File: config.mk
export PLATFORM = sky130hd
export DESIGN_NAME = uart_frac_dma
export DESIGN_NICKNAME = d
export VERILOG_FILES = /design/src/rtl/uart_frac_pkg.sv /design/src/rtl/uart_baud_gen.sv /design/src/rtl/uart_frac_dma.sv
export SDC_FILE = /design/constraint.sdc
export NUM_CORES = 1
export LEC_CHECK = 0
export BUFFER_PORTS_ARGS = -buffer_cell sky130_fd_sc_hd__buf_4
export CAP_MARGIN = 10
export CORE_MARGIN = 1
export CORE_UTILIZATION = 45
export CTS_BUF_LIST = sky130_fd_sc_hd__clkbuf_4
export CTS_CLUSTER_DIAMETER = 60
export CTS_CLUSTER_SIZE = 28
export DETAILED_ROUTE_END_ITERATION = 7
export SLEW_MARGIN = 20
export SYNTH_ARGS = -nofsm -noshare
export SYNTH_HDL_FRONTEND = slang
export SYNTH_HIERARCHICAL = 1
export SYNTH_SLANG_ARGS = --single-unit
File: constraint.sdc
create_clock -name pclk -period 9.8 [get_ports pclk]
set_input_delay 1.96 -clock pclk [delete_from_list [all_inputs] [get_ports pclk]]
set_output_delay 1.96 -clock pclk [all_outputs]
set_load 0.01 [all_outputs]
File: src/rtl/uart_frac_pkg.sv
// Constants for the fractional-baud serial unit with DMA channel pair.
// Assumes an APB slave with 32-bit data and word-aligned registers.
package uart_frac_pkg;
	localparam logic [7:0] OFS_DATA     = 8'h00;
	localparam logic [7:0] OFS_IRQ_EN   = 8'h04;
	localparam logic [7:0] OFS_IRQ_ID   = 8'h08;
	localparam logic [7:0] OFS_LINE_CTL = 8'h0C;
	localparam logic [7:0] OFS_LINE_ST  = 8'h14;
	localparam logic [7:0] OFS_DIVISOR  = 8'h20;
	localparam logic [7:0] OFS_FRACTION = 8'h24;
	localparam logic [7:0] OFS_GAP      = 8'h2C;
	localparam logic [7:0] OFS_TXD_ADDR = 8'h30;
	localparam logic [7:0] OFS_TXD_CNT  = 8'h34;
	localparam logic [7:0] OFS_RXD_ADDR = 8'h38;
	localparam logic [7:0] OFS_RXD_CNT  = 8'h3C;
	localparam logic [7:0] OFS_DMA_CTL  = 8'h40;
	localparam logic [7:0]  FRACTION_RST = 8'h00;
	localparam logic [15:0] DIVISOR_RST  = 16'h0001;
	localparam logic [7:0]  LINE_CTL_RST = 8'h03;
	localparam logic [7:0]  GAP_RST      = 8'h00;
	// Line control field positions
	localparam int LC_DLEN   = 0;
	localparam int LC_STOP   = 2;
	localparam int LC_PEN    = 3;
	localparam int LC_PTYPE  = 4;
	localparam int LC_STICK  = 5;
	// Interrupt enable / status bit positions
	localparam int IB_RXRDY  = 0;
	localparam int IB_HOLD   = 1;
	localparam int IB_LINE   = 2;
	localparam int IB_SHIFT  = 3;
	localparam int IB_DMATX  = 4;
	localparam int IB_DMARX  = 5;
	localparam int OVERSAMPLE  = 16;
	localparam int SAMPLE_TICK = 7;
endpackage : uart_frac_pkg

File: src/rtl/uart_baud_gen.sv
// Baud tick generator with fractional divisor compensation.
// Assumes divisor and fraction come from registers in the pclk domain.
`timescale 1ns/1ps
`default_nettype none
module uart_baud_gen (
	// Clock and reset
	input  wire logic        pclk,
	input  wire logic        presetn,
	// Settings
	input  wire logic [15:0] baud_divisor,
	input  wire logic [7:0]  baud_fraction_value,
	// Oversample tick
	output logic             tick
);
	logic [15:0] cnt_r;
	logic [7:0]  fraction_step_r;
	logic        stretch_r;
	logic [8:0]  acc_sum;
	logic [16:0] period_len;
	logic        period_end;

	// Stretch by one only in the period after an overflow
	assign period_len = {1'b0, baud_divisor} + {16'h0000, stretch_r};
	assign period_end = ({1'b0, cnt_r} + 17'h0_0001) >= period_len;
	assign acc_sum    = {1'b0, fraction_step_r} + {1'b0, baud_fraction_value};

	always_ff @(posedge pclk or negedge presetn) begin
		if (!presetn) begin
			cnt_r           <= 16'h0000;
			fraction_step_r <= 8'h00;
			stretch_r       <= 1'b0;
			tick            <= 1'b0;
		end else begin
			tick <= period_end;
			if (period_end) begin
				cnt_r           <= 16'h0000;
				fraction_step_r <= acc_sum[7:0];
				stretch_r       <= (baud_fraction_value != 8'h00) && acc_sum[8];
			end else begin
				cnt_r <= cnt_r + 16'h0001;
			end
		end
	end
endmodule : uart_baud_gen
`default_nettype wire

File: src/rtl/uart_frac_dma.sv
// Serial transmitter, receiver, APB registers and DMA channel pair.
// Assumes an APB master and a DMA bus master with a simple req/ack.
//
// The implementer's own choices: the APB slave port and the register addresses.
`timescale 1ns/1ps
`default_nettype none
module uart_frac_dma (
	// APB
	input  wire logic        pclk,
	input  wire logic        presetn,
	input  wire logic        psel,
	input  wire logic        penable,
	input  wire logic        pwrite,
	input  wire logic [7:0]  paddr,
	input  wire logic [31:0] pwdata,
	output logic [31:0]      prdata,
	output logic             pready,
	output logic             pslverr,
	// Serial lines
	input  wire logic        rxd,
	output logic             txd,
	// DMA memory port
	output logic             dma_req,
	output logic             dma_write,
	output logic [31:0]      dma_addr,
	output logic [7:0]       dma_wdata,
	input  wire logic        dma_ack,
	input  wire logic [7:0]  dma_rdata,
	// Interrupt level
	output logic             irq
);
	typedef enum {TX_IDLE, TX_START, TX_DATA, TX_PAR, TX_STOP, TX_GAP} tx_state_t;
	typedef enum {RX_IDLE, RX_START, RX_DATA, RX_PAR, RX_STOP} rx_state_t;
	typedef enum {DM_IDLE, DM_TXRD, DM_RXWR} dma_state_t;

	logic [15:0] baud_divisor_r;
	logic [7:0]  baud_fraction_value_r, line_control_r, interframe_delay_r, irq_enable_r;
	logic [31:0] txd_addr_r, rxd_addr_r;
	logic [15:0] txd_cnt_r, rxd_cnt_r;
	logic [1:0]  dma_en_r;
	logic [7:0]  hold_r, rx_hold_r;
	logic        hold_full_r, rx_ready_r;
	logic        overrun_r, frame_err_r, parity_err_r, break_r;
	logic        dma_tx_done_flag_r, dma_rx_done_flag_r;
	logic        tick;
	tx_state_t   tx_st_r;
	rx_state_t   rx_st_r;
	dma_state_t  dm_st_r;
	logic [3:0]  tx_sub_r, rx_sub_r;
	logic [7:0]  tx_sh_r, rx_sh_r, tx_bits_r;
	logic [2:0]  tx_idx_r, rx_idx_r;
	logic        rx_s1_r, rx_s2_r, rx_s3_r;

	// Decode
	logic        wr_en, rd_en, tx_bit_end, rx_mid, rx_bit_end;
	logic [2:0]  data_last;
	logic        par_bit, rx_par_exp, rx_fall, line_err_any, hold_write_cpu, rx_read_cpu;
	logic        tx_load, rx_done_char, dm_txrd_ok, dm_rxwr_ok;
	logic [5:0]  irq_status;
	logic [31:0] rd_mux;
	logic        addr_ok;

	assign wr_en          = psel && penable && pwrite;
	assign rd_en          = psel && penable && !pwrite;
	assign hold_write_cpu = wr_en && paddr == uart_frac_pkg::OFS_DATA;
	assign rx_read_cpu    = rd_en && paddr == uart_frac_pkg::OFS_DATA;
	assign data_last      = 3'd4 + {1'b0, line_control_r[uart_frac_pkg::LC_DLEN +: 2]};
	assign tx_bit_end     = tick && tx_sub_r == 4'hF;
	assign rx_mid         = tick && rx_sub_r == 4'(uart_frac_pkg::SAMPLE_TICK - 1);
	assign rx_bit_end     = tick && rx_sub_r == 4'hF;
	assign rx_fall        = rx_s3_r && !rx_s2_r;

	// Parity: odd, even, forced one, forced zero
	function automatic logic parity_of(input logic [7:0] d, input logic [2:0] last,
		input logic ptype, input logic stick);
		logic [7:0] m;
		m = 8'hFF >> (3'd7 - last);
		if (stick)
			parity_of = !ptype;
		else
			parity_of = ^(d & m) ^ !ptype;
	endfunction : parity_of

	assign par_bit    = parity_of(tx_bits_r, data_last, line_control_r[uart_frac_pkg::LC_PTYPE],
		line_control_r[uart_frac_pkg::LC_STICK]);
	assign rx_par_exp = parity_of(rx_sh_r, data_last, line_control_r[uart_frac_pkg::LC_PTYPE],
		line_control_r[uart_frac_pkg::LC_STICK]);
	assign tx_load      = hold_full_r && (tx_st_r == TX_IDLE);
	assign rx_done_char = rx_st_r == RX_STOP && rx_mid;
	assign line_err_any = overrun_r | frame_err_r | parity_err_r | break_r;
	assign irq_status   = {dma_rx_done_flag_r, dma_tx_done_flag_r, tx_st_r == TX_IDLE && !hold_full_r,
		line_err_any, !hold_full_r, rx_ready_r};
	assign dm_txrd_ok   = dm_st_r == DM_TXRD && dma_ack;
	assign dm_rxwr_ok   = dm_st_r == DM_RXWR && dma_ack;

	assign addr_ok = paddr inside {uart_frac_pkg::OFS_DATA, uart_frac_pkg::OFS_IRQ_EN,
		uart_frac_pkg::OFS_IRQ_ID, uart_frac_pkg::OFS_LINE_CTL, uart_frac_pkg::OFS_LINE_ST,
		uart_frac_pkg::OFS_DIVISOR, uart_frac_pkg::OFS_FRACTION, uart_frac_pkg::OFS_GAP,
		uart_frac_pkg::OFS_TXD_ADDR, uart_frac_pkg::OFS_TXD_CNT, uart_frac_pkg::OFS_RXD_ADDR,
		uart_frac_pkg::OFS_RXD_CNT, uart_frac_pkg::OFS_DMA_CTL};

	always_comb begin
		case (paddr)
			uart_frac_pkg::OFS_DATA:     rd_mux = {24'h00_0000, rx_hold_r};
			uart_frac_pkg::OFS_IRQ_EN:   rd_mux = {24'h00_0000, irq_enable_r};
			uart_frac_pkg::OFS_IRQ_ID:   rd_mux = {26'h000_0000, irq_status};
			uart_frac_pkg::OFS_LINE_CTL: rd_mux = {24'h00_0000, line_control_r};
			uart_frac_pkg::OFS_LINE_ST:  rd_mux = {25'h000_0000, irq_status[3], !hold_full_r,
				break_r, frame_err_r, parity_err_r, overrun_r, rx_ready_r};
			uart_frac_pkg::OFS_DIVISOR:  rd_mux = {16'h0000, baud_divisor_r};
			uart_frac_pkg::OFS_FRACTION: rd_mux = {24'h00_0000, baud_fraction_value_r};
			uart_frac_pkg::OFS_GAP:      rd_mux = {24'h00_0000, interframe_delay_r};
			uart_frac_pkg::OFS_TXD_ADDR: rd_mux = txd_addr_r;
			uart_frac_pkg::OFS_TXD_CNT:  rd_mux = {16'h0000, txd_cnt_r};
			uart_frac_pkg::OFS_RXD_ADDR: rd_mux = rxd_addr_r;
			uart_frac_pkg::OFS_RXD_CNT:  rd_mux = {16'h0000, rxd_cnt_r};
			uart_frac_pkg::OFS_DMA_CTL:  rd_mux = {30'h0000_0000, dma_en_r};
			default:                     rd_mux = 32'h0000_0000;
		endcase
	end

	uart_baud_gen u_baud (
		.pclk                (pclk),
		.presetn             (presetn),
		.baud_divisor        (baud_divisor_r),
		.baud_fraction_value (baud_fraction_value_r),
		.tick                (tick)
	);

	// APB registers and flags
	always_ff @(posedge pclk or negedge presetn) begin
		if (!presetn) begin
			baud_divisor_r        <= uart_frac_pkg::DIVISOR_RST;
			baud_fraction_value_r <= uart_frac_pkg::FRACTION_RST;
			line_control_r        <= uart_frac_pkg::LINE_CTL_RST;
			interframe_delay_r    <= uart_frac_pkg::GAP_RST;
			irq_enable_r          <= 8'h00;
			dma_en_r              <= 2'b00;
			prdata                <= 32'h0000_0000;
			pready                <= 1'b0;
			pslverr               <= 1'b0;
			irq                   <= 1'b0;
		end else begin
			pready  <= psel && !penable;
			pslverr <= psel && !penable && !addr_ok;
			prdata  <= (psel && !penable && !pwrite) ? rd_mux : prdata;
			irq     <= |(irq_status & irq_enable_r[5:0]);
			if (wr_en && pready) begin
				case (paddr)
					uart_frac_pkg::OFS_IRQ_EN:   irq_enable_r          <= pwdata[7:0];
					uart_frac_pkg::OFS_LINE_CTL: line_control_r        <= pwdata[7:0];
					uart_frac_pkg::OFS_DIVISOR:  baud_divisor_r        <= pwdata[15:0];
					uart_frac_pkg::OFS_FRACTION: baud_fraction_value_r <= pwdata[7:0];
					uart_frac_pkg::OFS_GAP:      interframe_delay_r    <= pwdata[7:0];
					uart_frac_pkg::OFS_DMA_CTL:  dma_en_r              <= pwdata[1:0];
					default:                     dma_en_r              <= dma_en_r;
				endcase
			end
		end
	end

	// Holding registers, status flags, DMA channels
	always_ff @(posedge pclk or negedge presetn) begin
		if (!presetn) begin
			hold_r <= 8'h00; hold_full_r <= 1'b0; rx_hold_r <= 8'h00; rx_ready_r <= 1'b0;
			overrun_r <= 1'b0; frame_err_r <= 1'b0; parity_err_r <= 1'b0; break_r <= 1'b0;
			txd_addr_r <= 32'h0000_0000; rxd_addr_r <= 32'h0000_0000;
			txd_cnt_r <= 16'h0000; rxd_cnt_r <= 16'h0000;
			dma_tx_done_flag_r <= 1'b0; dma_rx_done_flag_r <= 1'b0;
			dm_st_r <= DM_IDLE;
		end else begin
			// Single holding register each way
			if (hold_write_cpu && pready) begin
				hold_r <= pwdata[7:0];
				hold_full_r <= 1'b1;
			end else if (dm_txrd_ok) begin
				hold_r <= dma_rdata;
				hold_full_r <= 1'b1;
			end else if (tx_load)
				hold_full_r <= 1'b0;
			if (rx_done_char) begin
				rx_hold_r <= rx_sh_r;
				rx_ready_r <= 1'b1;
				overrun_r <= rx_ready_r;
				frame_err_r <= !rx_s2_r;
				break_r <= !rx_s2_r && rx_sh_r == 8'h00;
			end else if ((rx_read_cpu && pready) || dm_rxwr_ok) begin
				rx_ready_r <= 1'b0;
			end
			if (rx_st_r == RX_PAR && rx_mid)
				parity_err_r <= rx_s2_r != rx_par_exp;
			else if (rd_en && pready && paddr == uart_frac_pkg::OFS_LINE_ST) begin
				overrun_r <= rx_done_char ? rx_ready_r : 1'b0;
				parity_err_r <= 1'b0;
				frame_err_r <= rx_done_char ? !rx_s2_r : 1'b0;
				break_r <= rx_done_char ? (!rx_s2_r && rx_sh_r == 8'h00) : 1'b0;
			end
			// DMA channel registers
			if (wr_en && pready && paddr == uart_frac_pkg::OFS_TXD_ADDR) txd_addr_r <= pwdata;
			if (wr_en && pready && paddr == uart_frac_pkg::OFS_RXD_ADDR) rxd_addr_r <= pwdata;
			if (wr_en && pready && paddr == uart_frac_pkg::OFS_TXD_CNT) txd_cnt_r <= pwdata[15:0];
			else if (dm_txrd_ok) txd_cnt_r <= txd_cnt_r - 16'h0001;
			if (wr_en && pready && paddr == uart_frac_pkg::OFS_RXD_CNT) rxd_cnt_r <= pwdata[15:0];
			else if (dm_rxwr_ok) rxd_cnt_r <= rxd_cnt_r - 16'h0001;
			// Done once last byte reaches holding register / memory
			if (dm_txrd_ok && txd_cnt_r == 16'h0001) dma_tx_done_flag_r <= 1'b1;
			else if (wr_en && pready && paddr == uart_frac_pkg::OFS_IRQ_ID && pwdata[uart_frac_pkg::IB_DMATX])
				dma_tx_done_flag_r <= 1'b0;
			if (dm_rxwr_ok && rxd_cnt_r == 16'h0001) dma_rx_done_flag_r <= 1'b1;
			else if (wr_en && pready && paddr == uart_frac_pkg::OFS_IRQ_ID && pwdata[uart_frac_pkg::IB_DMARX])
				dma_rx_done_flag_r <= 1'b0;
			case (dm_st_r)
				DM_IDLE: begin
					if (dma_en_r[1] && rx_ready_r && !rx_done_char && rxd_cnt_r != 16'h0000)
						dm_st_r <= DM_RXWR;
					else if (dma_en_r[0] && !hold_full_r && txd_cnt_r != 16'h0000)
						dm_st_r <= DM_TXRD;
				end
				DM_TXRD: if (dma_ack) dm_st_r <= DM_IDLE;
				DM_RXWR: if (dma_ack) dm_st_r <= DM_IDLE;
				default: dm_st_r <= DM_IDLE;
			endcase
		end
	end

	// DMA bus outputs and address advance
	always_ff @(posedge pclk or negedge presetn) begin
		if (!presetn) begin
			dma_req <= 1'b0; dma_write <= 1'b0; dma_addr <= 32'h0000_0000; dma_wdata <= 8'h00;
		end else begin
			dma_req   <= (dm_st_r != DM_IDLE) && !dma_ack;
			dma_write <= dm_st_r == DM_RXWR;
			dma_addr  <= (dm_st_r == DM_RXWR) ? rxd_addr_r + {16'h0000, rxd_cnt_r} :
				txd_addr_r + {16'h0000, txd_cnt_r};
			dma_wdata <= rx_hold_r;
		end
	end

	// Transmitter
	always_ff @(posedge pclk or negedge presetn) begin
		if (!presetn) begin
			tx_st_r <= TX_IDLE; tx_sub_r <= 4'h0; tx_sh_r <= 8'h00; tx_bits_r <= 8'h00;
			tx_idx_r <= 3'd0; txd <= 1'b1;
		end else begin
			if (tick) tx_sub_r <= tx_sub_r + 4'h1;
			case (tx_st_r)
				TX_IDLE: begin
					txd <= 1'b1;
					if (tx_load) begin
						tx_sh_r <= hold_r; tx_bits_r <= hold_r; tx_sub_r <= 4'h0; tx_st_r <= TX_START;
						txd <= 1'b0;
					end
				end
				TX_START: if (tx_bit_end) begin
					tx_st_r <= TX_DATA; tx_idx_r <= 3'd0; txd <= tx_sh_r[0];
				end
				TX_DATA: if (tx_bit_end) begin
					tx_sh_r <= tx_sh_r >> 1; tx_idx_r <= (tx_idx_r == data_last) ? 3'd0 : tx_idx_r + 3'd1;
					if (tx_idx_r == data_last) begin
						tx_st_r <= line_control_r[uart_frac_pkg::LC_PEN] ? TX_PAR : TX_STOP;
						txd <= line_control_r[uart_frac_pkg::LC_PEN] ? par_bit : 1'b1;
					end else
						txd <= tx_sh_r[1];
				end
				TX_PAR: if (tx_bit_end) begin
					tx_st_r <= TX_STOP; tx_idx_r <= 3'd0; txd <= 1'b1;
				end
				TX_STOP: if (tx_bit_end) begin
					tx_idx_r <= tx_idx_r + 3'd1;
					if (tx_idx_r >= {2'b00, line_control_r[uart_frac_pkg::LC_STOP]}) begin
						tx_idx_r <= 3'd0; tx_bits_r <= 8'h01;
						tx_st_r <= interframe_delay_r == 8'h00 ? TX_IDLE : TX_GAP;
					end
				end
				TX_GAP: if (tx_bit_end) begin
					txd <= 1'b1; tx_bits_r <= tx_bits_r + 8'h01;
					if (tx_bits_r >= interframe_delay_r) tx_st_r <= TX_IDLE;
				end
				default: tx_st_r <= TX_IDLE;
			endcase
		end
	end

	// Receiver
	always_ff @(posedge pclk or negedge presetn) begin
		if (!presetn) begin
			rx_s1_r <= 1'b1; rx_s2_r <= 1'b1; rx_s3_r <= 1'b1;
			rx_st_r <= RX_IDLE; rx_sub_r <= 4'h0; rx_sh_r <= 8'h00; rx_idx_r <= 3'd0;
		end else begin
			rx_s1_r <= rxd; rx_s2_r <= rx_s1_r; rx_s3_r <= rx_s2_r;
			if (tick) rx_sub_r <= rx_sub_r + 4'h1;
			case (rx_st_r)
				RX_IDLE: if (rx_fall) begin
					rx_st_r <= RX_START; rx_sub_r <= 4'h0; rx_sh_r <= 8'h00;
				end
				RX_START: if (rx_mid && rx_s2_r) rx_st_r <= RX_IDLE;
					else if (rx_bit_end) begin rx_st_r <= RX_DATA; rx_idx_r <= 3'd0; end
				RX_DATA: begin
					if (rx_mid) rx_sh_r[rx_idx_r] <= rx_s2_r;
					if (rx_bit_end) begin
						rx_idx_r <= rx_idx_r + 3'd1;
						if (rx_idx_r == data_last)
							rx_st_r <= line_control_r[uart_frac_pkg::LC_PEN] ? RX_PAR : RX_STOP;
					end
				end
				RX_PAR: if (rx_bit_end) rx_st_r <= RX_STOP;
				RX_STOP: if (rx_mid) rx_st_r <= RX_IDLE;
				default: rx_st_r <= RX_IDLE;
			endcase
		end
	end
endmodule : uart_frac_dma
`default_nettype wire

## Word-level counts from Yosys, hierarchy flattened

Cells that the tools add are included.

- Output and inout port bits: 78
- Flip-flop bits (word level): 411

- Eq/ne operators: 57
- Shift operators: 1
- $lt $le $gt $ge: 5
- Reduce and logical (&&, ||, !) cells: 98
- Mux-type cells: 94
- Bitwise logic cells: 8
- Add/subtract/negate cells: 15

Operator list:

| kind | count |
|---|---|
| $mux W32 | 20 |
| $pmux W32 S13 | 1 |
| $eq A32 B2 Y1 const B | 6 |
| $pmux W32 S6 | 1 |
| $eq A32 B3 Y1 const B | 5 |
| $pmux W32 S5 | 1 |
| $logic_not A32 Y1 | 4 |
| $eq A32 B1 Y1 const B | 3 |
| $mux W16 | 5 |
| $mux W8 | 9 |
| $add A32 B16 Y32 | 2 |
| $pmux W32 S2 | 1 |
| $eq A8 B6 Y1 const B | 7 |
| $logic_and A1 B1 Y1 | 42 |
| $ne A2 B2 Y1 const B | 17 |
| $eq A16 B1 Y1 const B | 2 |
| $eq A32 B4 Y1 const B | 1 |
| $mux W1 | 32 |
| $pmux W8 S2 | 2 |
| $reduce_bool A16 Y1 | 2 |
| $reduce_bool A32 Y1 | 1 |
| $sub A16 B1 Y16 const B | 2 |
| $mux W3 | 10 |
| $logic_not A8 Y1 | 3 |
| 52 further kinds | 99 |

## Logic depth before layout (Yosys ltp)

Gate-level depths: netlist of run 1.

- Depth in word-level cells: 11
- Mapped depth: 15
- Gate-level depth less buffers: 13

## By module

Netlist of run 1, hierarchy kept.

By module, submodules not included:

| module | area each (um2) | times used | cells each |
|---|---|---|---|
| uart_frac_dma | 15781.4 | 1 | 1558 |
| uart_baud_gen | 2092.0 | 1 | 219 |

## Worst setup path before layout of run 1

Ideal clock, no wire load.

- Path kind: input-to-reg
- Start: input port paddr[7]
- End: register prdata[30]
- Stages: 7
- Arrival: 3473 ps
- Data required time: 9717 ps
- Setup time: 83 ps
- Path slack: 6245 ps
- Cells stage by stage: nor2_1 > nand3_1 > nor2_1 > clkbuf_1 > clkbuf_1 > a22oi_1 > o21ai_0

- Cells in the longest elaborated chain, start to end: 2

Ends and longest elaborated chain:

| element | RTL line | source |
|---|---|---|
| start: declaration | uart_frac_dma.sv:14 | `input wire logic [7:0] paddr,` |
| $eq A8 B7 Y1 (tied with other cells) | uart_frac_dma.sv:103 | `case (paddr)` |
| $pmux W32 S13 * | uart_frac_dma.sv:103 |  |
| end signal: assignment | uart_frac_dma.sv:146 | `prdata <= (psel && !penable && !pwrite) ? rd_mux : prdata;` |
| end: declaration | uart_frac_dma.sv:16 | `output logic [31:0] prdata,` |

Mark *: on every way between the ends. The rest lies on a longest branch, timed or not.
A chain may end at the register's enable or synchronous reset.

## Worst setup path after layout of run 1

- Start: input port paddr[7]
- End: register rxd_cnt_r[1]

- Cells in the longest elaborated chain, start to end: 3

Ends and longest elaborated chain:

| element | RTL line | source |
|---|---|---|
| $eq A8 B6 Y1 * | uart_frac_dma.sv:203 | `if (wr_en && pready && paddr == uart_frac_pkg::OFS_RXD_CNT) rxd_cnt_r <= pwdata[15:0];` |
| $logic_and A1 B1 Y1 * | uart_frac_dma.sv:203 |  |
| $mux W16 / $reduce_bool A2 Y1 (equally long branches) | -- |  |
| end signal: assignment | uart_frac_dma.sv:203 |  |
| end signal: assignment | uart_frac_dma.sv:204 | `else if (dm_rxwr_ok) rxd_cnt_r <= rxd_cnt_r - 16'h0001;` |
| end: declaration | uart_frac_dma.sv:39 | `logic [15:0] txd_cnt_r, rxd_cnt_r;` |

Marked as above.

==> impl_metrics.yaml, run 1 <==
run_status:
  status: "finished clean"
critical_path:
  r2r_cells: 13
  cp.arrival_ns: 4.61
  end_kind: "flop"
  crit_fanout: 31
  critPathMaxStageDelay_ns: 0.78
  cp-startpoint: "paddr[7]"
  cp_cell_sequence: "buf_4 > nor2_1 > nand3_1 > nor2_2 > nand2_1 > mux2_2"
  cpLargestDelayFamily: "simple AND/OR/NAND/NOR gates"
  r2r_end: "u_baud/fraction_step_r[5]"
  regToRegStartpoint: "baud_divisor_r[0]"
  critPathKind: "in -> reg"
  start_kind: "input port"
  slowest_stage: "nand2_1"
  ff2ff_setup_slack_ns: 5.87
  worst_ep_required_time_ns: 10.47
  cp_num_buf_inv: 1
timing:
  fin_setup_tns_ns: 0
  setup_viol: 0
  fin_skew_ns: 0.0324
  finalCritPeriodShare_pct: 40.2
  grt_setup_unrepaired: "false"
  fin_ws_ns: 5.86
  clock.fmax_ghz: 0.254
  final_max_slew_viol_count: 0
  hold_viol: 0
  tightest_slew_ns: 1.10
  period_needed_ns: 3.94
  relSlewSlack_pct: 25.9
yosys:
  synth_top_area_cell: "dfrtp_1"
  async_flop_share_pct: 100
  ys.flop_type: "dfrtp_1"
  yosys-top-cells-count: "dfrtp_1, nor2_1, nand2_1, mux2_2, o21ai_0"
  synth_fp_nets: 1920
  yosysUniqueCellTypes: 78
  synth_most_common_cell: "dfrtp_1"
  synth_top_area_share_pct: 44.2
  ys_seq_area_share_pct: 45.3
  ys_ff_latch: 323
  syn_inst: 1777
  syn_area_per_cell_um2: 10.1
  syn_area_mm2: 0.0179
  ys.warnings.count: 6
  synth-edff-count: 0
  synthTopCellsByArea: "dfrtp_1, mux2_2, ha_1"
floorplan:
  core_mm2: 0.0389
  die_h_um: 201
  io-pin-count: 133
  die-width_um: 201
  rows: 72
  start_util_pct: 45.9
  die-area_mm2: 0.0405
hold_path:
  hold_path_end: "rx_s2_r"
  min_path_cells: 0
  hold_path_class: "reg -> reg"
  holdCritStartpoint: "rx_s1_r"
place:
  io_buffers: 132
  hpwl_um: 35800
  gp_congestion: 0.922
  preCtsSetupSlack_ns: 5.13
cells_and_area:
  synthToLayoutAreaGrowth_pct: 11.5
  final_nets: 2027
  drive_gt1_share_pct: 19.1
clock_network:
  ctsHtreeMaxLevel: 2
  cts_tree: "yes"
  clkSinkCount: 323
  cts-buffers-inserted: 34
  postCtsHoldBufs: 0
  clk_pin_slew_worst_paths_ns: 0.16
  cts-root-buf: "clkbuf_4"
  clk_latency_ns: 0.77
  post_cts_resized: 0
  clock_path_buffers: 3
  cts_setup_buffers: 0
routing:
  route.final.wire_length_um: 50000
  wl_per_cell_um: 20.6
  top_layer_used: "met4"
  wl_met1_um: 21400
  met2_wirelength_um: 24100
  drt_iter0_markers: 911
  ant_nets: 0
  viasPerCell: 5.83
  vias: 14169
  firstDrtPassIters: 8
  wl_met3_um: 2680
  drc: 0
power_and_ir_drop:
  ir_drop_mv: 0.0891
  total_power_mw: 3.18
  powerDensity_mw_per_mm2: 160
  p_leak_nw: 9.39
job:
  max_cap_violations: 0
global_routing:
  antenna_found_initial: 1
  grt_pass1_vias: 14035
  track_usage_pct: 24.9
  grt_max_degree: 133
  grt-ovfl-total: 0
  grt_pass1_wl_um: 79400
==> stage by stage <==
step | cell area (um2) | utilization [%] | std cells | hold WS, ns
floorplan | 17900 | - | 1777 | 0.345
finish | 19900 | 51.2 | 2429 | 0.367
global placement | 19300 | 49.7 | 2365 | 0.349
global route | 19900 | 51.2 | 2429 | 0.377
CTS | 19900 | 51.1 | 2427 | 0.368
detailed placement | 19300 | 49.7 | 2365 | 0.347
==> report_power, final <==
part | switching, mW | total, mW | internal [mW] | leakage, nW
registers | 0.191 | 1.65 | 1.46 | 4.37
logic | 0.399 | 0.713 | 0.314 | 4.71
clock network | 0.555 | 0.816 | 0.261 | 0.308
==> cell usage in the layout (no fill, tap or decap), types with 7 or more instances in the layout <==
master    Yosys  final
a211oi_1      9      9
a21o_1       15     15
a21oi_1      94     94
a222oi_1     17     17
a22oi_1      49     49
a31oi_1      21     21
and2b_1       7      7
and3_1       30     30
buf_4         0    144
clkbuf_4      0     38
dfrtp_1     316    316
dfstp_2       7      7
ha_1         85     85
inv_1        50     50
mux2_2      131    131
mux2i_1      28     28
nand2_1     142    142
nand2b_1     17     17
nand3_1      60     60
nand3b_1      8      8
nand4_1      23     23
nor2_1      163    159
nor2b_1      14     14
nor3_1       27     27
nor4_1       12     12
o211ai_1     11     11
o21a_1       10     10
o21ai_0     113    113
o21bai_1      7      7
o31ai_1       8      8
or4_1         8      8
xnor2_1      60     60
xor2_1       67     67
==> per-layer routing <==
layer / vias up / GRT usage (%)
li1: 6680 / -
met1: 6951 / 32.4
met2: 434 / 42.0
met3: 104 / 3.73
met4: 0 / 9.52
met5: - / 0
==> flip-flops by register name (all words and copies together) (netlist names), 16 cells and up <==
signal	cells
baud_divisor_r	16
rxd_cnt_r	16
txd_addr_r	32
prdata	32
u_baud/cnt_r	16
rxd_addr_r	32
txd_cnt_r	16
dma_addr	32
==> area by class of cell <==
class | count | area [um2]
Fill cell | 3633 | 19000
Multi-Input combinational cell | 1327 | 9300
Sequential cell | 323 | 8090
Timing Repair Buffer | 147 | 1140
Tap cell | 518 | 648
Clock buffer | 38 | 285
Clock inverter | 24 | 273
Inverter | 51 | 191
Antenna cell | 1 | 2.50
==> kinds of logic after synthesis <==
family	Yosys count	synth area share, %
buffers and inverters	127	2.78
xor gates and xnor gates	127	6.22
adders and majority gates	88	6.29
DFF	323	45.3
muxes	161	9.99
and+or+nand+nor	538	14.5
AOI/OAI and AO/OA	413	14.9
==> how the worst max path moves through the flow <==
stage	to	depth (start not counted)
after global placement	rxd_cnt_r[1]	6
after detailed placement	rxd_cnt_r[1]	6
after global routing	u_baud/fraction_step_r[5]	13
after floorplan	prdata[30]	7
after CTS	u_baud/fraction_step_r[5]	13
final	rxd_cnt_r[1]	6
==> worst register-to-register path, stage by stage, from the launching register on <==
cell and delay [ns]:
dfstp_2 0.60, ha_1 0.19, ha_1 0.21, inv_1 0.05, nor2_1 0.30, nand4_1 0.16, xor2_1 0.17, ha_1 0.32
a21oi_2 0.12, o21ai_0 0.15, a2111oi_2 0.37, o41ai_1 0.17, a221o_2 0.62, mux2_4 0.40
(Power assumes the default switching activity.)
==> run 2, diff against run 1 <==
--- a/config.mk
+++ b/config.mk
@@ -5,6 +5,7 @@
 export SDC_FILE = /design/constraint.sdc
 export NUM_CORES = 1
 export LEC_CHECK = 0
+export ABC_AREA = 1
 export BUFFER_PORTS_ARGS = -buffer_cell sky130_fd_sc_hd__buf_4
 export CAP_MARGIN = 10
 export CORE_MARGIN = 1
==> constraint.sdc (replaced) <==
create_clock -name pclk -period 3.6 [get_ports pclk]
set_input_delay 0.72 -clock pclk [delete_from_list [all_inputs] [get_ports pclk]]
set_output_delay 0.72 -clock pclk [all_outputs]
set_load 0.01 [all_outputs]
==> impl_metrics.yaml, run 2 <==
run_status:
  status: "finished clean"
yosys:
  syn_inst: 2476
  synth_top_area_cell: "dfrtp_1"
  async_flop_share_pct: 100
  ys_ff_latch: 323
  ys_seq_area_share_pct: 42.4
  synth_most_common_cell: "nand2_1"
  synthTopCellsByArea: "dfrtp_1, nand2_1, o21ai_0"
  synth_fp_nets: 2619
  syn_area_per_cell_um2: 7.70
  ys.warnings.count: 6
  yosysUniqueCellTypes: 57
  yosys-top-cells-count: "nand2_1, dfrtp_1, inv_1, o21ai_0, nor2_1"
  synth-edff-count: 0
  synth_top_area_share_pct: 41.5
  syn_area_mm2: 0.0191
  ys.flop_type: "dfrtp_1"
place:
  placed_cell_area_mm2: 0.0206
  io_buffers: 132
  gp_congestion: 0.940
  hpwl_um: 44900
hold_path:
  holdCritStartpoint: "dma_ack"
  hold_path_class: "in -> reg"
  min_path_cells: 2
  hold_path_end: "dma_req"
clock_network:
  clock_path_buffers: 3
  clk_pin_slew_worst_paths_ns: 0.14
  cts-buffers-inserted: 35
  clkSinkCount: 323
  ctsHtreeMaxLevel: 2
  cts-root-buf: "clkbuf_4"
  cts_setup_buffers: 0
  clk_latency_ns: 0.81
  cts_tree: "yes"
timing:
  fin_skew_ns: 0.0621
  relSlewSlack_pct: 37.2
  tightest_slew_ns: 0.941
  grt_setup_unrepaired: "false"
  fin_setup_tns_ns: 0
  finalCritPeriodShare_pct: 87.0
  setup_viol: 0
  period_needed_ns: 3.13
  hold_viol: 0
  final_max_slew_viol_count: 0
  clock.fmax_ghz: 0.319
critical_path:
  ff2ff_setup_slack_ns: 0.47
  worst_ep_required_time_ns: 4.27
  start_kind: "flop"
  end_kind: "flop"
  cp.arrival_ns: 3.80
  regToRegStartpoint: "baud_divisor_r[0]"
  r2r_cells: 16
  crit_fanout: 26
  r2r_end: "u_baud/fraction_step_r[4]"
  critPathKind: "reg -> reg"
power_and_ir_drop:
  p_leak_nw: 10.4
  ir_drop_mv: 0.473
  p_int_mw: 5.97
  switching_share_pct: 38.4
  power_frac_comb_pct: 28.5
  pwr-share-seq_pct: 47.2
  p_sw_mw: 3.73
  powerDensity_mw_per_mm2: 457
  pwr-share-clk_pct: 24.2
routing:
  drt_iter0_markers: 1514
  drc: 0
  ant_nets: 0
  viasPerCell: 5.57
  vias: 17647
  route.final.wire_length_um: 59400
  wl_per_cell_um: 18.7
  firstDrtPassIters: 6
global_routing:
  grt_pass1_wl_um: 94000
  track_usage_pct: 27.9
  grt_max_degree: 81
  antenna_found_initial: 2
  grt_pass1_vias: 16904
  grt-ovfl-total: 0
floorplan:
  core_mm2: 0.0419
  die_h_um: 208
  start_util_pct: 45.5
  rows: 75
  die-width_um: 208
  die-area_mm2: 0.0432
  io-pin-count: 133
cells_and_area:
  post-route-cell-area_mm2: 0.0212
  final_common_cell: "nand2_1"
  final_nets: 2746
  mostFrequentLayoutCells: "nand2_1, dfrtp_1, inv_1, o21ai_0, nor2_1"
  drive_gt1_share_pct: 11.4
  synthToLayoutAreaGrowth_pct: 11.2
job:
  max_cap_violations: 0
run 2: changes by cell type in the layout (fill, tap and decap cells not counted), moves of 30 or more:
cell      delta
nand2_1    +496
inv_1      +261
o21ai_0    +134
mux2_2     -131
nand3_1     +80
xnor2_1     -47
a22oi_1     -45
and3_1      -30
o221ai_1    +30
o22ai_1     +30
run 2: how the worst max path moves through the flow:
stage | start | to | slack (ns) | depth (start not counted)
after floorplan | baud_divisor_r[0] | u_baud/fraction_step_r[4] | 0.85 | 17
after global placement | baud_divisor_r[0] | u_baud/fraction_step_r[1] | 0.56 | 16
after detailed placement | baud_divisor_r[0] | u_baud/fraction_step_r[6] | 0.47 | 16
after CTS | baud_divisor_r[0] | u_baud/fraction_step_r[4] | 0.46 | 16
after global routing | baud_divisor_r[0] | u_baud/stretch_r | 0.25 | 16
final | baud_divisor_r[0] | u_baud/fraction_step_r[4] | 0.47 | 16
run 2: routing by layer:
layer	vias up	global-route usage [%]	share of wire [%]
li1	8512	-	-
met1	8419	38.6	45
met2	595	44.0	45
met3	121	4.43	6.1
met4	0	10.6	3.5
met5	-	0	0
run 2: cell families after synthesis:
group           Yosys count  share of synthesized area, %
compound gates          532                          16.2
xor+xnor                 58                          2.66
fa+ha+maj                88                          5.89
buf+inv                 393                          8.15
flops                   323                          42.4
simple gates           1082                          24.7
run 2: stage by stage:
| step | total power [mW] | utilization, % | hold WS [ns] | worst slack, ns | std cells |
|---|---|---|---|---|---|
| after floorplan | 6.40 | - | 0.345 | 0.847 | 2476 |
| after global placement | 7.30 | 49.3 | 0.347 | 0.559 | 3103 |
| after detailed placement | 7.38 | 49.3 | 0.350 | 0.471 | 3103 |
| after CTS | 9.75 | 50.7 | 0.0168 | 0.464 | 3169 |
| after global routing | 10.3 | 50.7 | 0.0698 | 0.250 | 3171 |
| final | 9.69 | 50.7 | 0.104 | 0.468 | 3171 |
run 2: final cells by class:
class / instances / area (um2)
Fill cell: 4086 / 20600
Multi-Input combinational cell: 1760 / 9420
Sequential cell: 323 / 8090
Inverter: 331 / 1240
Timing Repair Buffer: 152 / 1200
Tap cell: 539 / 674
Clock buffer: 38 / 285
Clock inverter: 26 / 280
Antenna cell: 2 / 5.00
run 2: power groups by stage:
stage          Combinational (mW)  Sequential [mW]  Clock (mW)
3_5_place_dp                 2.74             4.64           0
6_report                     2.77             4.58        2.35
3_3_place_gp                 2.67             4.63           0
5_1_grt                      3.16             4.63        2.56
2_1_floorplan                1.91             4.49           0
4_1_cts                      2.75             4.57        2.43
run 2: worst max-delay path, stage by stage, from the launching register on:
cell and delay, ns:
dfstp_2 0.58, ha_1 0.17, ha_1 0.18, nand2_1 0.07, nor2_2 0.13, nand3_2 0.12, nor2_4 0.15, nand2_1 0.09
nor2_1 0.12, xnor2_1 0.13, ha_1 0.26, a21oi_1 0.15, o21ai_1 0.13, a21oi_4 0.32, nand2_4 0.26, nand2_1 0.13
nand2_1 0.05
run 2: timing repair:
item	4_1_cts	5_1_grt
endpoints found under the hold margin	76	0
gates resized for setup	0	0
hold buffers	2	0
